$ cat src/logic/pls_pkg.sv
/*
 Package for the periodic-start and low-speed threshold block:
 register offsets, field widths, reset values and scheduler states.
 Assumes a byte-addressed register port relative to the controller base address.
*/
`default_nettype none

package pls_pkg;

    // Register port geometry
    localparam int unsigned ADDR_W = 8;
    localparam int unsigned DATA_W = 32;

    // Register offsets from the base address
    localparam logic [7:0] OFS_PERIODIC_PRIORITY_START = 8'h40;
    localparam logic [7:0] OFS_LOWSPEED_COMMIT_THRESHOLD = 8'h44;

    // Periodic-start field, bits 13 to 0
    localparam int unsigned PS_W = 14;
    localparam int unsigned PS_LSB = 0;
    localparam logic [13:0] PS_RESET = 14'h0000;

    // Low-speed threshold field, bits 11 to 0
    localparam int unsigned THR_W = 12;
    localparam int unsigned THR_LSB = 0;
    localparam logic [11:0] THR_RESET = 12'h628;

    // Frame-remaining count width
    localparam int unsigned REMAIN_W = 14;

    // Read data for unmapped offsets
    localparam logic [31:0] RDATA_UNMAPPED = 32'h0000_0000;

    typedef enum logic [1:0] {
        PLS_ST_NONPERIODIC,
        PLS_ST_DRAIN,
        PLS_ST_PERIODIC
    } pls_sched_e;

endpackage : pls_pkg

`default_nettype wire

$ cat src/logic/pls_ls_gate.sv
/*
 Low-speed commit gate: decides whether a pending low-speed transaction
 may start in the current frame, or must wait for the next one.
 Assumes frame-remaining count and frame start come from the same clock.
*/
`timescale 1ns/1ps
`default_nettype none

module pls_ls_gate (
    input wire logic clk_sys_in,
    input wire logic rst_b_in,
    input wire logic frame_start_in,
    input wire logic ls_request_in,
    input wire logic [13:0] frame_remaining_count_in,
    input wire logic [11:0] lowspeed_threshold_value_in,
    output logic ls_start_out,
    output logic ls_deferred_out
);

    logic start_ff;
    logic deferred_ff;
    logic remain_ge_thr;
    logic nxt_start;
    logic nxt_deferred;

    assign remain_ge_thr = frame_remaining_count_in >= {2'b00, lowspeed_threshold_value_in};

    assign nxt_start = ls_request_in & remain_ge_thr & ~deferred_ff & ~start_ff;

    // defer refused request to next frame; set wins over frame clear
    assign nxt_deferred = (ls_request_in & ~remain_ge_thr) | (deferred_ff & ~frame_start_in);

    always_ff @(posedge clk_sys_in or negedge rst_b_in) begin
        if (!rst_b_in) begin
            start_ff <= 1'b0;
            deferred_ff <= 1'b0;
        end else begin
            start_ff <= nxt_start;
            deferred_ff <= nxt_deferred;
        end
    end

    assign ls_start_out = start_ff;
    assign ls_deferred_out = deferred_ff;

    AST_LS_START_NEEDS_TIME: assert property (@(posedge clk_sys_in) disable iff (!rst_b_in)
        $rose(ls_start_out) |-> $past(remain_ge_thr) && $past(ls_request_in))
        else $error("low-speed start without enough frame time");

    AST_LS_REFUSED: assert property (@(posedge clk_sys_in) disable iff (!rst_b_in)
        (ls_request_in && !remain_ge_thr) |=> (!ls_start_out && ls_deferred_out))
        else $error("short frame did not refuse low-speed start");

    AST_LS_DEFER_HELD: assert property (@(posedge clk_sys_in) disable iff (!rst_b_in)
        (ls_deferred_out && !frame_start_in) |=> (ls_deferred_out && !ls_start_out))
        else $error("deferred low-speed request released inside frame");

endmodule // pls_ls_gate

`default_nettype wire

$ cat src/logic/pls_top.sv
/*
 Frame-scheduling threshold block: holds the periodic-start and low-speed
 threshold registers, hands priority to periodic lists late in the frame,
 and gates low-speed transaction starts.
 Assumes register port, frame counter and list engine share clk_sys_in.
*/
`timescale 1ns/1ps
`default_nettype none

// How it works
// - Periodic start bits 13:0, reset zero
// - Reaching periodic start gives periodic priority
// - Finish current transaction, then interrupt list
// - Twelve-bit threshold guards eight-byte low-speed
// - Compare remaining count before low-speed start
// - Start low-speed only if remaining >= threshold
// - Hardware never alters low-speed threshold
module pls_top (
    input wire logic clk_sys_in,
    input wire logic rst_b_in,
    // Register port, offsets from base address
    input wire logic [7:0] reg_addr_in,
    input wire logic reg_wr_in,
    input wire logic reg_rd_in,
    input wire logic [31:0] reg_wdata_in,
    output logic [31:0] reg_rdata_out,
    // Frame timing from the frame counter
    input wire logic frame_start_in,
    input wire logic [13:0] frame_remaining_count_in,
    // List engine handshake
    input wire logic xfer_busy_in,
    input wire logic ls_request_in,
    output logic periodic_prio_out,
    output logic periodic_go_out,
    output logic nonperiodic_allow_out,
    output logic ls_start_out,
    output logic ls_deferred_out
);

    logic [13:0] start_ff;
    logic [11:0] thr_ff;
    logic [31:0] rdata_ff;
    pls_pkg::pls_sched_e state_ff;
    pls_pkg::pls_sched_e nxt_state;

    logic sel_ps;
    logic sel_thr;
    logic wr_ps;
    logic wr_thr;
    logic start_reached;
    logic [13:0] nxt_start;
    logic [11:0] nxt_thr;
    logic [31:0] rd_mux;

    // Register decode
    assign sel_ps = reg_addr_in == pls_pkg::OFS_PERIODIC_PRIORITY_START;
    assign sel_thr = reg_addr_in == pls_pkg::OFS_LOWSPEED_COMMIT_THRESHOLD;
    assign wr_ps = reg_wr_in & sel_ps;
    assign wr_thr = reg_wr_in & sel_thr;

    assign nxt_start = wr_ps ? reg_wdata_in[pls_pkg::PS_LSB +: pls_pkg::PS_W] : start_ff;

    // only a software write moves it
    assign nxt_thr = wr_thr ? reg_wdata_in[pls_pkg::THR_LSB +: pls_pkg::THR_W] : thr_ff;

    // Reserved bits read as zero; unmapped offsets read zero
    assign rd_mux = sel_ps ? {18'h00000, start_ff} :
                    sel_thr ? {20'h00000, thr_ff} :
                    pls_pkg::RDATA_UNMAPPED;

    always_ff @(posedge clk_sys_in or negedge rst_b_in) begin
        if (!rst_b_in) begin
            start_ff <= pls_pkg::PS_RESET;
            thr_ff <= pls_pkg::THR_RESET;
            rdata_ff <= 32'h0000_0000;
        end else begin
            start_ff <= nxt_start;
            thr_ff <= nxt_thr;
            if (reg_rd_in) begin
                rdata_ff <= rd_mux;
            end
        end
    end

    assign reg_rdata_out = rdata_ff;

    assign start_reached = frame_remaining_count_in <= start_ff;

    // Priority returns to control/bulk at every new frame
    always_comb begin
        nxt_state = state_ff;
        case (state_ff)
            pls_pkg::PLS_ST_NONPERIODIC: begin
                if (start_reached) begin
                    nxt_state = xfer_busy_in ? pls_pkg::PLS_ST_DRAIN : pls_pkg::PLS_ST_PERIODIC;
                end
            end
            pls_pkg::PLS_ST_DRAIN: begin
                if (!xfer_busy_in) begin
                    nxt_state = pls_pkg::PLS_ST_PERIODIC;
                end
            end
            pls_pkg::PLS_ST_PERIODIC: begin
                nxt_state = pls_pkg::PLS_ST_PERIODIC;
            end
            default: begin
                nxt_state = pls_pkg::PLS_ST_NONPERIODIC;
            end
        endcase
        if (frame_start_in) begin
            nxt_state = pls_pkg::PLS_ST_NONPERIODIC;
        end
    end

    always_ff @(posedge clk_sys_in or negedge rst_b_in) begin
        if (!rst_b_in) begin
            state_ff <= pls_pkg::PLS_ST_NONPERIODIC;
        end else begin
            state_ff <= nxt_state;
        end
    end

    assign periodic_prio_out = state_ff != pls_pkg::PLS_ST_NONPERIODIC;
    assign periodic_go_out = state_ff == pls_pkg::PLS_ST_PERIODIC;
    assign nonperiodic_allow_out = state_ff == pls_pkg::PLS_ST_NONPERIODIC;

    pls_ls_gate u_ls_gate (
        .clk_sys_in(clk_sys_in),
        .rst_b_in(rst_b_in),
        .frame_start_in(frame_start_in),
        .ls_request_in(ls_request_in),
        .frame_remaining_count_in(frame_remaining_count_in),
        .lowspeed_threshold_value_in(thr_ff),
        .ls_start_out(ls_start_out),
        .ls_deferred_out(ls_deferred_out)
    );

    AST_PS_RESET_ZERO: assert property (@(posedge clk_sys_in)
        $rose(rst_b_in) |-> (start_ff == 14'h0000))
        else $error("periodic start not zero after reset");

    AST_RESERVED_READ_ZERO: assert property (@(posedge clk_sys_in) disable iff (!rst_b_in)
        $past(reg_rd_in && (sel_ps || sel_thr)) |-> (reg_rdata_out[31:14] == 18'h00000))
        else $error("reserved bits read nonzero");

    AST_THR_WIDTH: assert property (@(posedge clk_sys_in) disable iff (!rst_b_in)
        $past(reg_rd_in && sel_thr) |-> (reg_rdata_out[31:12] == 20'h00000 && reg_rdata_out[11:0] == $past(thr_ff)))
        else $error("threshold read wrong");

    AST_THR_STABLE: assert property (@(posedge clk_sys_in) disable iff (!rst_b_in)
        !wr_thr |=> $stable(thr_ff))
        else $error("threshold changed without software write");

    AST_PRIO_ENTER: assert property (@(posedge clk_sys_in) disable iff (!rst_b_in)
        (nonperiodic_allow_out && start_reached && !frame_start_in) |=> periodic_prio_out)
        else $error("periodic priority not taken at periodic start");

    AST_DRAIN_WAIT: assert property (@(posedge clk_sys_in) disable iff (!rst_b_in)
        (state_ff == pls_pkg::PLS_ST_DRAIN && xfer_busy_in && !frame_start_in) |=> (state_ff == pls_pkg::PLS_ST_DRAIN))
        else $error("periodic began before transaction finished");

    AST_GO_AFTER_IDLE: assert property (@(posedge clk_sys_in) disable iff (!rst_b_in)
        $rose(periodic_go_out) |-> $past(!xfer_busy_in) && $past(start_reached || periodic_prio_out))
        else $error("interrupt list started while busy");

    AST_FRAME_RESTORE: assert property (@(posedge clk_sys_in) disable iff (!rst_b_in)
        frame_start_in |=> nonperiodic_allow_out)
        else $error("new frame kept periodic priority");

    AST_PS_WRITE_LANDS: assert property (@(posedge clk_sys_in) disable iff (!rst_b_in)
        wr_ps |=> (start_ff == $past(reg_wdata_in[13:0])))
        else $error("periodic start write lost");

    AST_PS_ONLY_WRITE: assert property (@(posedge clk_sys_in) disable iff (!rst_b_in)
        !wr_ps |=> $stable(start_ff))
        else $error("periodic start changed without write");

    AST_THR_WRITE_LANDS: assert property (@(posedge clk_sys_in) disable iff (!rst_b_in)
        wr_thr |=> (thr_ff == $past(reg_wdata_in[11:0])))
        else $error("threshold write lost");

    AST_UNMAPPED_READ_ZERO: assert property (@(posedge clk_sys_in) disable iff (!rst_b_in)
        (reg_rd_in && !sel_ps && !sel_thr) |=> (reg_rdata_out == pls_pkg::RDATA_UNMAPPED))
        else $error("unmapped offset read nonzero");

    AST_RDATA_HOLD: assert property (@(posedge clk_sys_in) disable iff (!rst_b_in)
        !reg_rd_in |=> $stable(reg_rdata_out))
        else $error("read data changed without read");

    AST_NO_EARLY_PRIO: assert property (@(posedge clk_sys_in) disable iff (!rst_b_in)
        (nonperiodic_allow_out && !start_reached) |=> nonperiodic_allow_out)
        else $error("periodic priority taken before periodic start");

    AST_PRIO_HOLD: assert property (@(posedge clk_sys_in) disable iff (!rst_b_in)
        (periodic_prio_out && !frame_start_in) |=> periodic_prio_out)
        else $error("periodic priority dropped inside frame");

    AST_DRAIN_ENTRY: assert property (@(posedge clk_sys_in) disable iff (!rst_b_in)
        (nonperiodic_allow_out && start_reached && xfer_busy_in && !frame_start_in)
            |=> (periodic_prio_out && !periodic_go_out))
        else $error("busy transaction not drained first");

    AST_DRAIN_EXIT: assert property (@(posedge clk_sys_in) disable iff (!rst_b_in)
        (state_ff == pls_pkg::PLS_ST_DRAIN && !xfer_busy_in && !frame_start_in) |=> periodic_go_out)
        else $error("interrupt list not started after drain");

    AST_DIRECT_GO: assert property (@(posedge clk_sys_in) disable iff (!rst_b_in)
        (nonperiodic_allow_out && start_reached && !xfer_busy_in && !frame_start_in) |=> periodic_go_out)
        else $error("idle controller did not start interrupt list");

    AST_GO_HOLD: assert property (@(posedge clk_sys_in) disable iff (!rst_b_in)
        (periodic_go_out && !frame_start_in) |=> periodic_go_out)
        else $error("periodic processing dropped inside frame");

endmodule // pls_top

`default_nettype wire

$ cat config.mk
export PLATFORM = sky130hd
export DESIGN_NAME = pls_top
export DESIGN_NICKNAME = d
export VERILOG_FILES = /design/src/logic/pls_pkg.sv /design/src/logic/pls_ls_gate.sv /design/src/logic/pls_top.sv
export SDC_FILE = /design/constraint.sdc
export NUM_CORES = 1
export LEC_CHECK = 0
export BUFFER_PORTS_ARGS = -buffer_cell sky130_fd_sc_hd__buf_2
export CAP_MARGIN = 20
export CORE_MARGIN = 2
export CORE_UTILIZATION = 45
export CTS_CLUSTER_SIZE = 14
export DETAILED_ROUTE_END_ITERATION = 12
export PLACE_DENSITY = 0.85
export SLEW_MARGIN = 10
export SYNTH_ARGS = -nofsm -noshare
export SYNTH_HDL_FRONTEND = slang
export SYNTH_HIERARCHICAL = 1
export SYNTH_SLANG_ARGS = --single-unit
$ cat constraint.sdc
create_clock -name clk_sys_in -period 2 [get_ports clk_sys_in]
set_clock_uncertainty 0.2 [all_clocks]
set_input_delay 0.2 -clock clk_sys_in [delete_from_list [all_inputs] [get_ports clk_sys_in]]
set_output_delay 0.2 -clock clk_sys_in [all_outputs]
set_load 0.02 [all_outputs]
Word level (Yosys, flattened, before mapping)
Index checks and enable logic that the tools add are counted.
Widths: inputs -> output; s select.
{ "word_totals": {"regBits": 62, "elab_cells": 36, "output_inout_bits": 37} }
{ "op_classes": {"reduce_logical": 3, "n_lt_le_gt_ge": 2, "n_eq_ne": 6, "bitwise_logic": 12, "muxes": 7} }
{ "op_table": {"columns": ["operator", "count"], "rows": [
  ["$eq 8x7->1 const B", 2],
  ["$ge 14x12->1", 1],
  ["$le 14x14->1", 1],
  ["$mux 14", 1],
  ["$mux 12", 1],
  ["$mux 2", 4],
  ["$and 1x1->1", 7],
  ["$pmux 2 s3", 1],
  ["$not 1->1", 4],
  ["$ne 3x2->1 const B", 1],
  ["$ne 3x3->1 const B", 1],
  ["$eq 2x1->1 const B", 1],
  ["$eq 2x2->1 const B", 1],
  ["$logic_not 2->1", 1],
  ["$reduce_and 2->1", 1],
  ["$reduce_bool 2->1", 1],
  ["$or 1x1->1", 1]
]} }

Depth between registers and ports, before layout
{ "depth": {"word_depth": 4, "depth_mapped": 7, "mapped_depth_nobuf": 7} }

Cells and area by module
Netlist, hierarchy kept.
{ "modules_own_cells": {"columns": ["module", "area_each_um2", "seq_area_each_um2", "instances", "cells_per_inst"], "rows": [
  ["pls_top", 2419.8, 1056.0, 1, 211],
  ["pls_ls_gate", 394.1, 50.0, 1, 51]
]} }

Worst setup path before layout
OpenSTA, ideal clock, no wires.
{ "synth_path": {"path_type": "register to register", "startpoint": "register start_ff[11]", "endpoint": "register state_ff[0]", "synth_period_minus_slack_ns": 2.014, "stages_incl_launch_ff": 8, "arrival_ns": 1.685, "setup_ns": 0.129, "slack_ns": -0.014, "cell_sequence": "dfrtp_1 > inv_1 > ha_1 > nand4_1 > or4_1 > a21o_1 > o211ai_1 > o31ai_1"} }
{ "synth_via": {"elab_chain_len": 3} }
{ "synth_rtl": {"columns": ["item", "line", "text"], "rows": [
  ["start, declared", "pls_top.sv:40", "logic [13:0] start_ff;"],
  ["start signal, assigned", "pls_top.sv:73", "start_ff <= pls_pkg::PS_RESET;"],
  ["start signal, assigned", "pls_top.sv:77", "start_ff <= nxt_start;"],
  ["$le 14x14->1", "pls_top.sv:87", "assign start_reached = frame_remaining_count_in <= start_ff;"],
  ["$ne 3x2->1 (no source line)", null, null],
  ["$reduce_and 2->1 (no source line)", null, null],
  ["end signal, assigned", "pls_top.sv:117", "state_ff <= pls_pkg::PLS_ST_NONPERIODIC;"],
  ["end signal, assigned", "pls_top.sv:119", "state_ff <= nxt_state;"],
  ["end, declared", "pls_top.sv:43", "pls_pkg::pls_sched_e state_ff;"]
]} }
Every way passes these cells.
A chain may end at the register's enable or synchronous reset.

Worst setup path in the final report
{ "layout_path": {"startpoint": "register start_ff[8]", "endpoint": "register state_ff[0]"} }
The elaborated chain is that of the path after synthesis.

==> impl_metrics.tcl <==
set metrics [dict create \
    rsz0062_at_grt "yes" \
    async_flop_share_pct 100.0 \
    n_fill_cell 460 \
    critPathMaxStageDelay_ps 540 \
    wl_per_cell_um 15.32 \
    drt_first_pass_iters 4 \
    p_total_mw 2.458 \
    violations "setup timing" \
    synth_warnings 6 \
    cts.sinks 44 \
    setup_slack_ps -87.39 \
    syn_area_per_cell_um2 10.74 \
    htree_levels 2 \
    worstSetupEndpointType "flop" \
    rr_startpoint "start_ff[8]" \
    drc 0 \
    nets 456 \
    place_ws_ps -182.8 \
    cap_viol_max_count 0 \
    clk_latency_ps 300 \
    dpl.cell_count 412 \
    required_ps 1980 \
    grtUsageTotal_pct 19.84 \
    diodes 0 \
    ys_seq_area_share_pct 39.31 \
    synth_cell_types 43 \
    slew_violations 0 \
    grt_pass1_wl_um 11140 \
    fin_util_pct 62.26 \
    holdPathStages 3 \
    worstPathCellList "inv_1 -> ha_1 -> nand4_1 -> or4_4 -> a21o_1 -> o211ai_1 -> o31ai_1" \
    final_cells 441 \
    critical_path.max_fanout 2 \
    initial_core_util_pct 46.97 \
    synth_ff_type "dfrtp_1" \
    core_um2 5991 \
    cts-root-buf "clkbuf_8" \
    min_period_over_period_pct 104.4 \
    hp-class "in -> reg" \
    max_slew.worst_pin.slew_ps 549.1 \
    place.gp.congestion 0.8357 \
    io_buffers 61 \
    vias 2259 \
    place_hpwl_um 4746 \
    critPathLaunchType "flop" \
    numCtsBuffers 5 \
    drive_gt1_share_pct 41.80 \
    grt_max_degree 45 \
    row_count 28 \
    die_h_um 83.08 \
    post-route-min-period_ps 2087 \
    wl_um 6756 \
    fmax_mhz 479.1 \
    dieArea_um2 6901 \
    setup-violations-final 2 \
    viasPerCell 5.122 \
    p_per_area_nw_per_um2 659.0 \
    die_w_um 83.08 \
    ios 98 \
    hold_ws_ps 13.39 \
    seqCellArea_um2 1106 \
    ys_seq_elements 44 \
    ir_drop_uv 579.6 \
    min_delay_worst_endpoint "u_ls_gate/ls_deferred_out" \
    clock_path_buffers 2 \
    grt_pass1_vias 2349 \
    min_from "frame_start_in" \
    mappedNetlistArea_um2 2814 \
    drt_iter0_drc 84 \
    p_leak_nw 1.868 \
    slew_headroom_pct 63.39 \
    ant_nets 0 \
    worst-r2r-cell-count 7 \
    cts_tree "built" \
    grt.overflow.total 0 \
    antenna_found_initial 0 \
    area_growth_pct 32.55 \
    clk_pin_slew_ps 80 \
    reg2reg_setup_slack_ps -90 \
    synth_edf_count 0 \
    multi_input_area_um2 1590 \
    path_class "reg -> reg" \
    arrival_ps 2070 \
    outcome "finished, violations left" \
    hold_viol_final 0 \
    critPathSlowestCell "or4_4" \
    reg2reg_to "state_ff[0]" \
    syn_inst 262 \
]
[flip-flops by register name (all words and copies together) (netlist names)]
signal / flops
u_ls_gate/ls_start_out: 1
u_ls_gate/ls_deferred_out: 1
thr_ff: 12
start_ff: 14
reg_rdata_out: 14
state_ff: 2
[routing by layer]
layer	up-vias	track usage (%)	part of all wire (%)
met3	11	4.672	4.7
li1	1090	-	-
met5	-	0	0
met4	0	7.004	1.5
met1	1092	24.18	44
met2	66	34.24	50
[worst max path at each step]
| stage | slack, ps | cells after the start | to | start |
|---|---|---|---|---|
| 2_1_floorplan | 30 | 7 | state_ff[0] | start_ff[9] |
| 3_3_place_gp | -120 | 5 | start_ff[10] | reg_addr_in[5] |
| 3_5_place_dp | -180 | 5 | start_ff[4] | reg_addr_in[5] |
| 4_1_cts | -60 | 7 | state_ff[1] | start_ff[11] |
| 5_1_grt | -200 | 7 | state_ff[1] | start_ff[12] |
| 6_report | -90 | 7 | state_ff[0] | start_ff[8] |
[cell type report]
class / instances / share of cell area [%]
Clock inverter: 2 / 1.610
Clock buffer: 6 / 1.946
Tap cell: 75 / 2.516
Timing Repair Buffer: 104 / 18.32
Multi-Input combinational cell: 177 / 42.64
Inverter: 33 / 3.321
Sequential cell: 44 / 29.65
[metrics by stage]
step                cell area [um2]  TNS, ps
floorplan                      2878        0
global placement               3263    -2590
detailed placement             3263    -4652
CTS                            3726   -115.1
global route                   3730   -428.2
finish                         3730   -172.5
[logic make-up (layout without fill, tap and decap cells)]
logic type | count (synthesis) | in the layout | synth area share [%]
AOI/OAI and AO/OA | 54 | 54 | 12.45
adders and majority gates | 30 | 30 | 13.34
buffers and inverters | 58 | 145 | 11.20
DFF | 44 | 44 | 39.31
muxes | 26 | 26 | 13.07
other | 1 | 18 | 0.1333
and+or+nand+nor | 49 | 49 | 10.49
[Yosys cell counts, types with 3 or more instances]
cell type,instances,area [um2]
dfstp_2,4,105.1
inv_1,33,123.9
buf_4,18,135.1
mux2_4,20,300.3
o21ai_0,5,25.02
a22oi_1,12,90.09
mux2_2,6,67.56
a21o_1,3,22.52
nand2_1,7,26.28
a21oi_1,21,105.1
nor2_1,18,67.56
buf_6,4,45.04
nand3_1,3,15.01
dfrtp_1,40,1001
ha_1,30,375.4
clkbuf_1,3,11.26
nand4_1,5,31.28
[worst max-delay path: cells and delay by family, from the launching register on]
family	cells	cell delay (ps)
AO/OA/AOI/OAI	3	380
adder cells (fa/ha/maj)	1	310
buffers and inverters	1	50
flip-flops	1	370
AND/OR/NAND/NOR	2	660
[cells in the final DEF, fill, tap and decap left out, types with 3 or more instances in the layout]
cell,n
buf_2,61
dfrtp_1,40
inv_1,28
buf_4,25
ha_1,23
mux2_4,20
a21oi_1,19
nor2_1,18
conb_1,18
dlygate4sd3_1,17
a22oi_1,12
ha_4,7
nand2_1,6
mux2_2,6
inv_2,5
nand4_1,5
clkbuf_8,5
dfstp_2,4
a21o_1,3
nand3_1,3
o21ai_1,3
o21ai_0,3
[timing repair]
action | CTS | global route
endpoints found under the setup margin | 3 | 3
buffers inserted | 4 | 0
endpoints found under the hold margin | 69 | 0
pin swaps | 16 | 3
hold buffers | 17 | 0
gates resized for setup | 21 | 2
[power by group]
| part | leakage [nW] | switching, mW | total (mW) | internal, mW |
|---|---|---|---|---|
| Clock | 0.0654 | 0.317 | 0.816 | 0.499 |
| Combinational | 1.23 | 0.362 | 0.647 | 0.285 |
| Sequential | 0.575 | 0.0423 | 0.994 | 0.952 |
(Power assumes the default switching activity.)
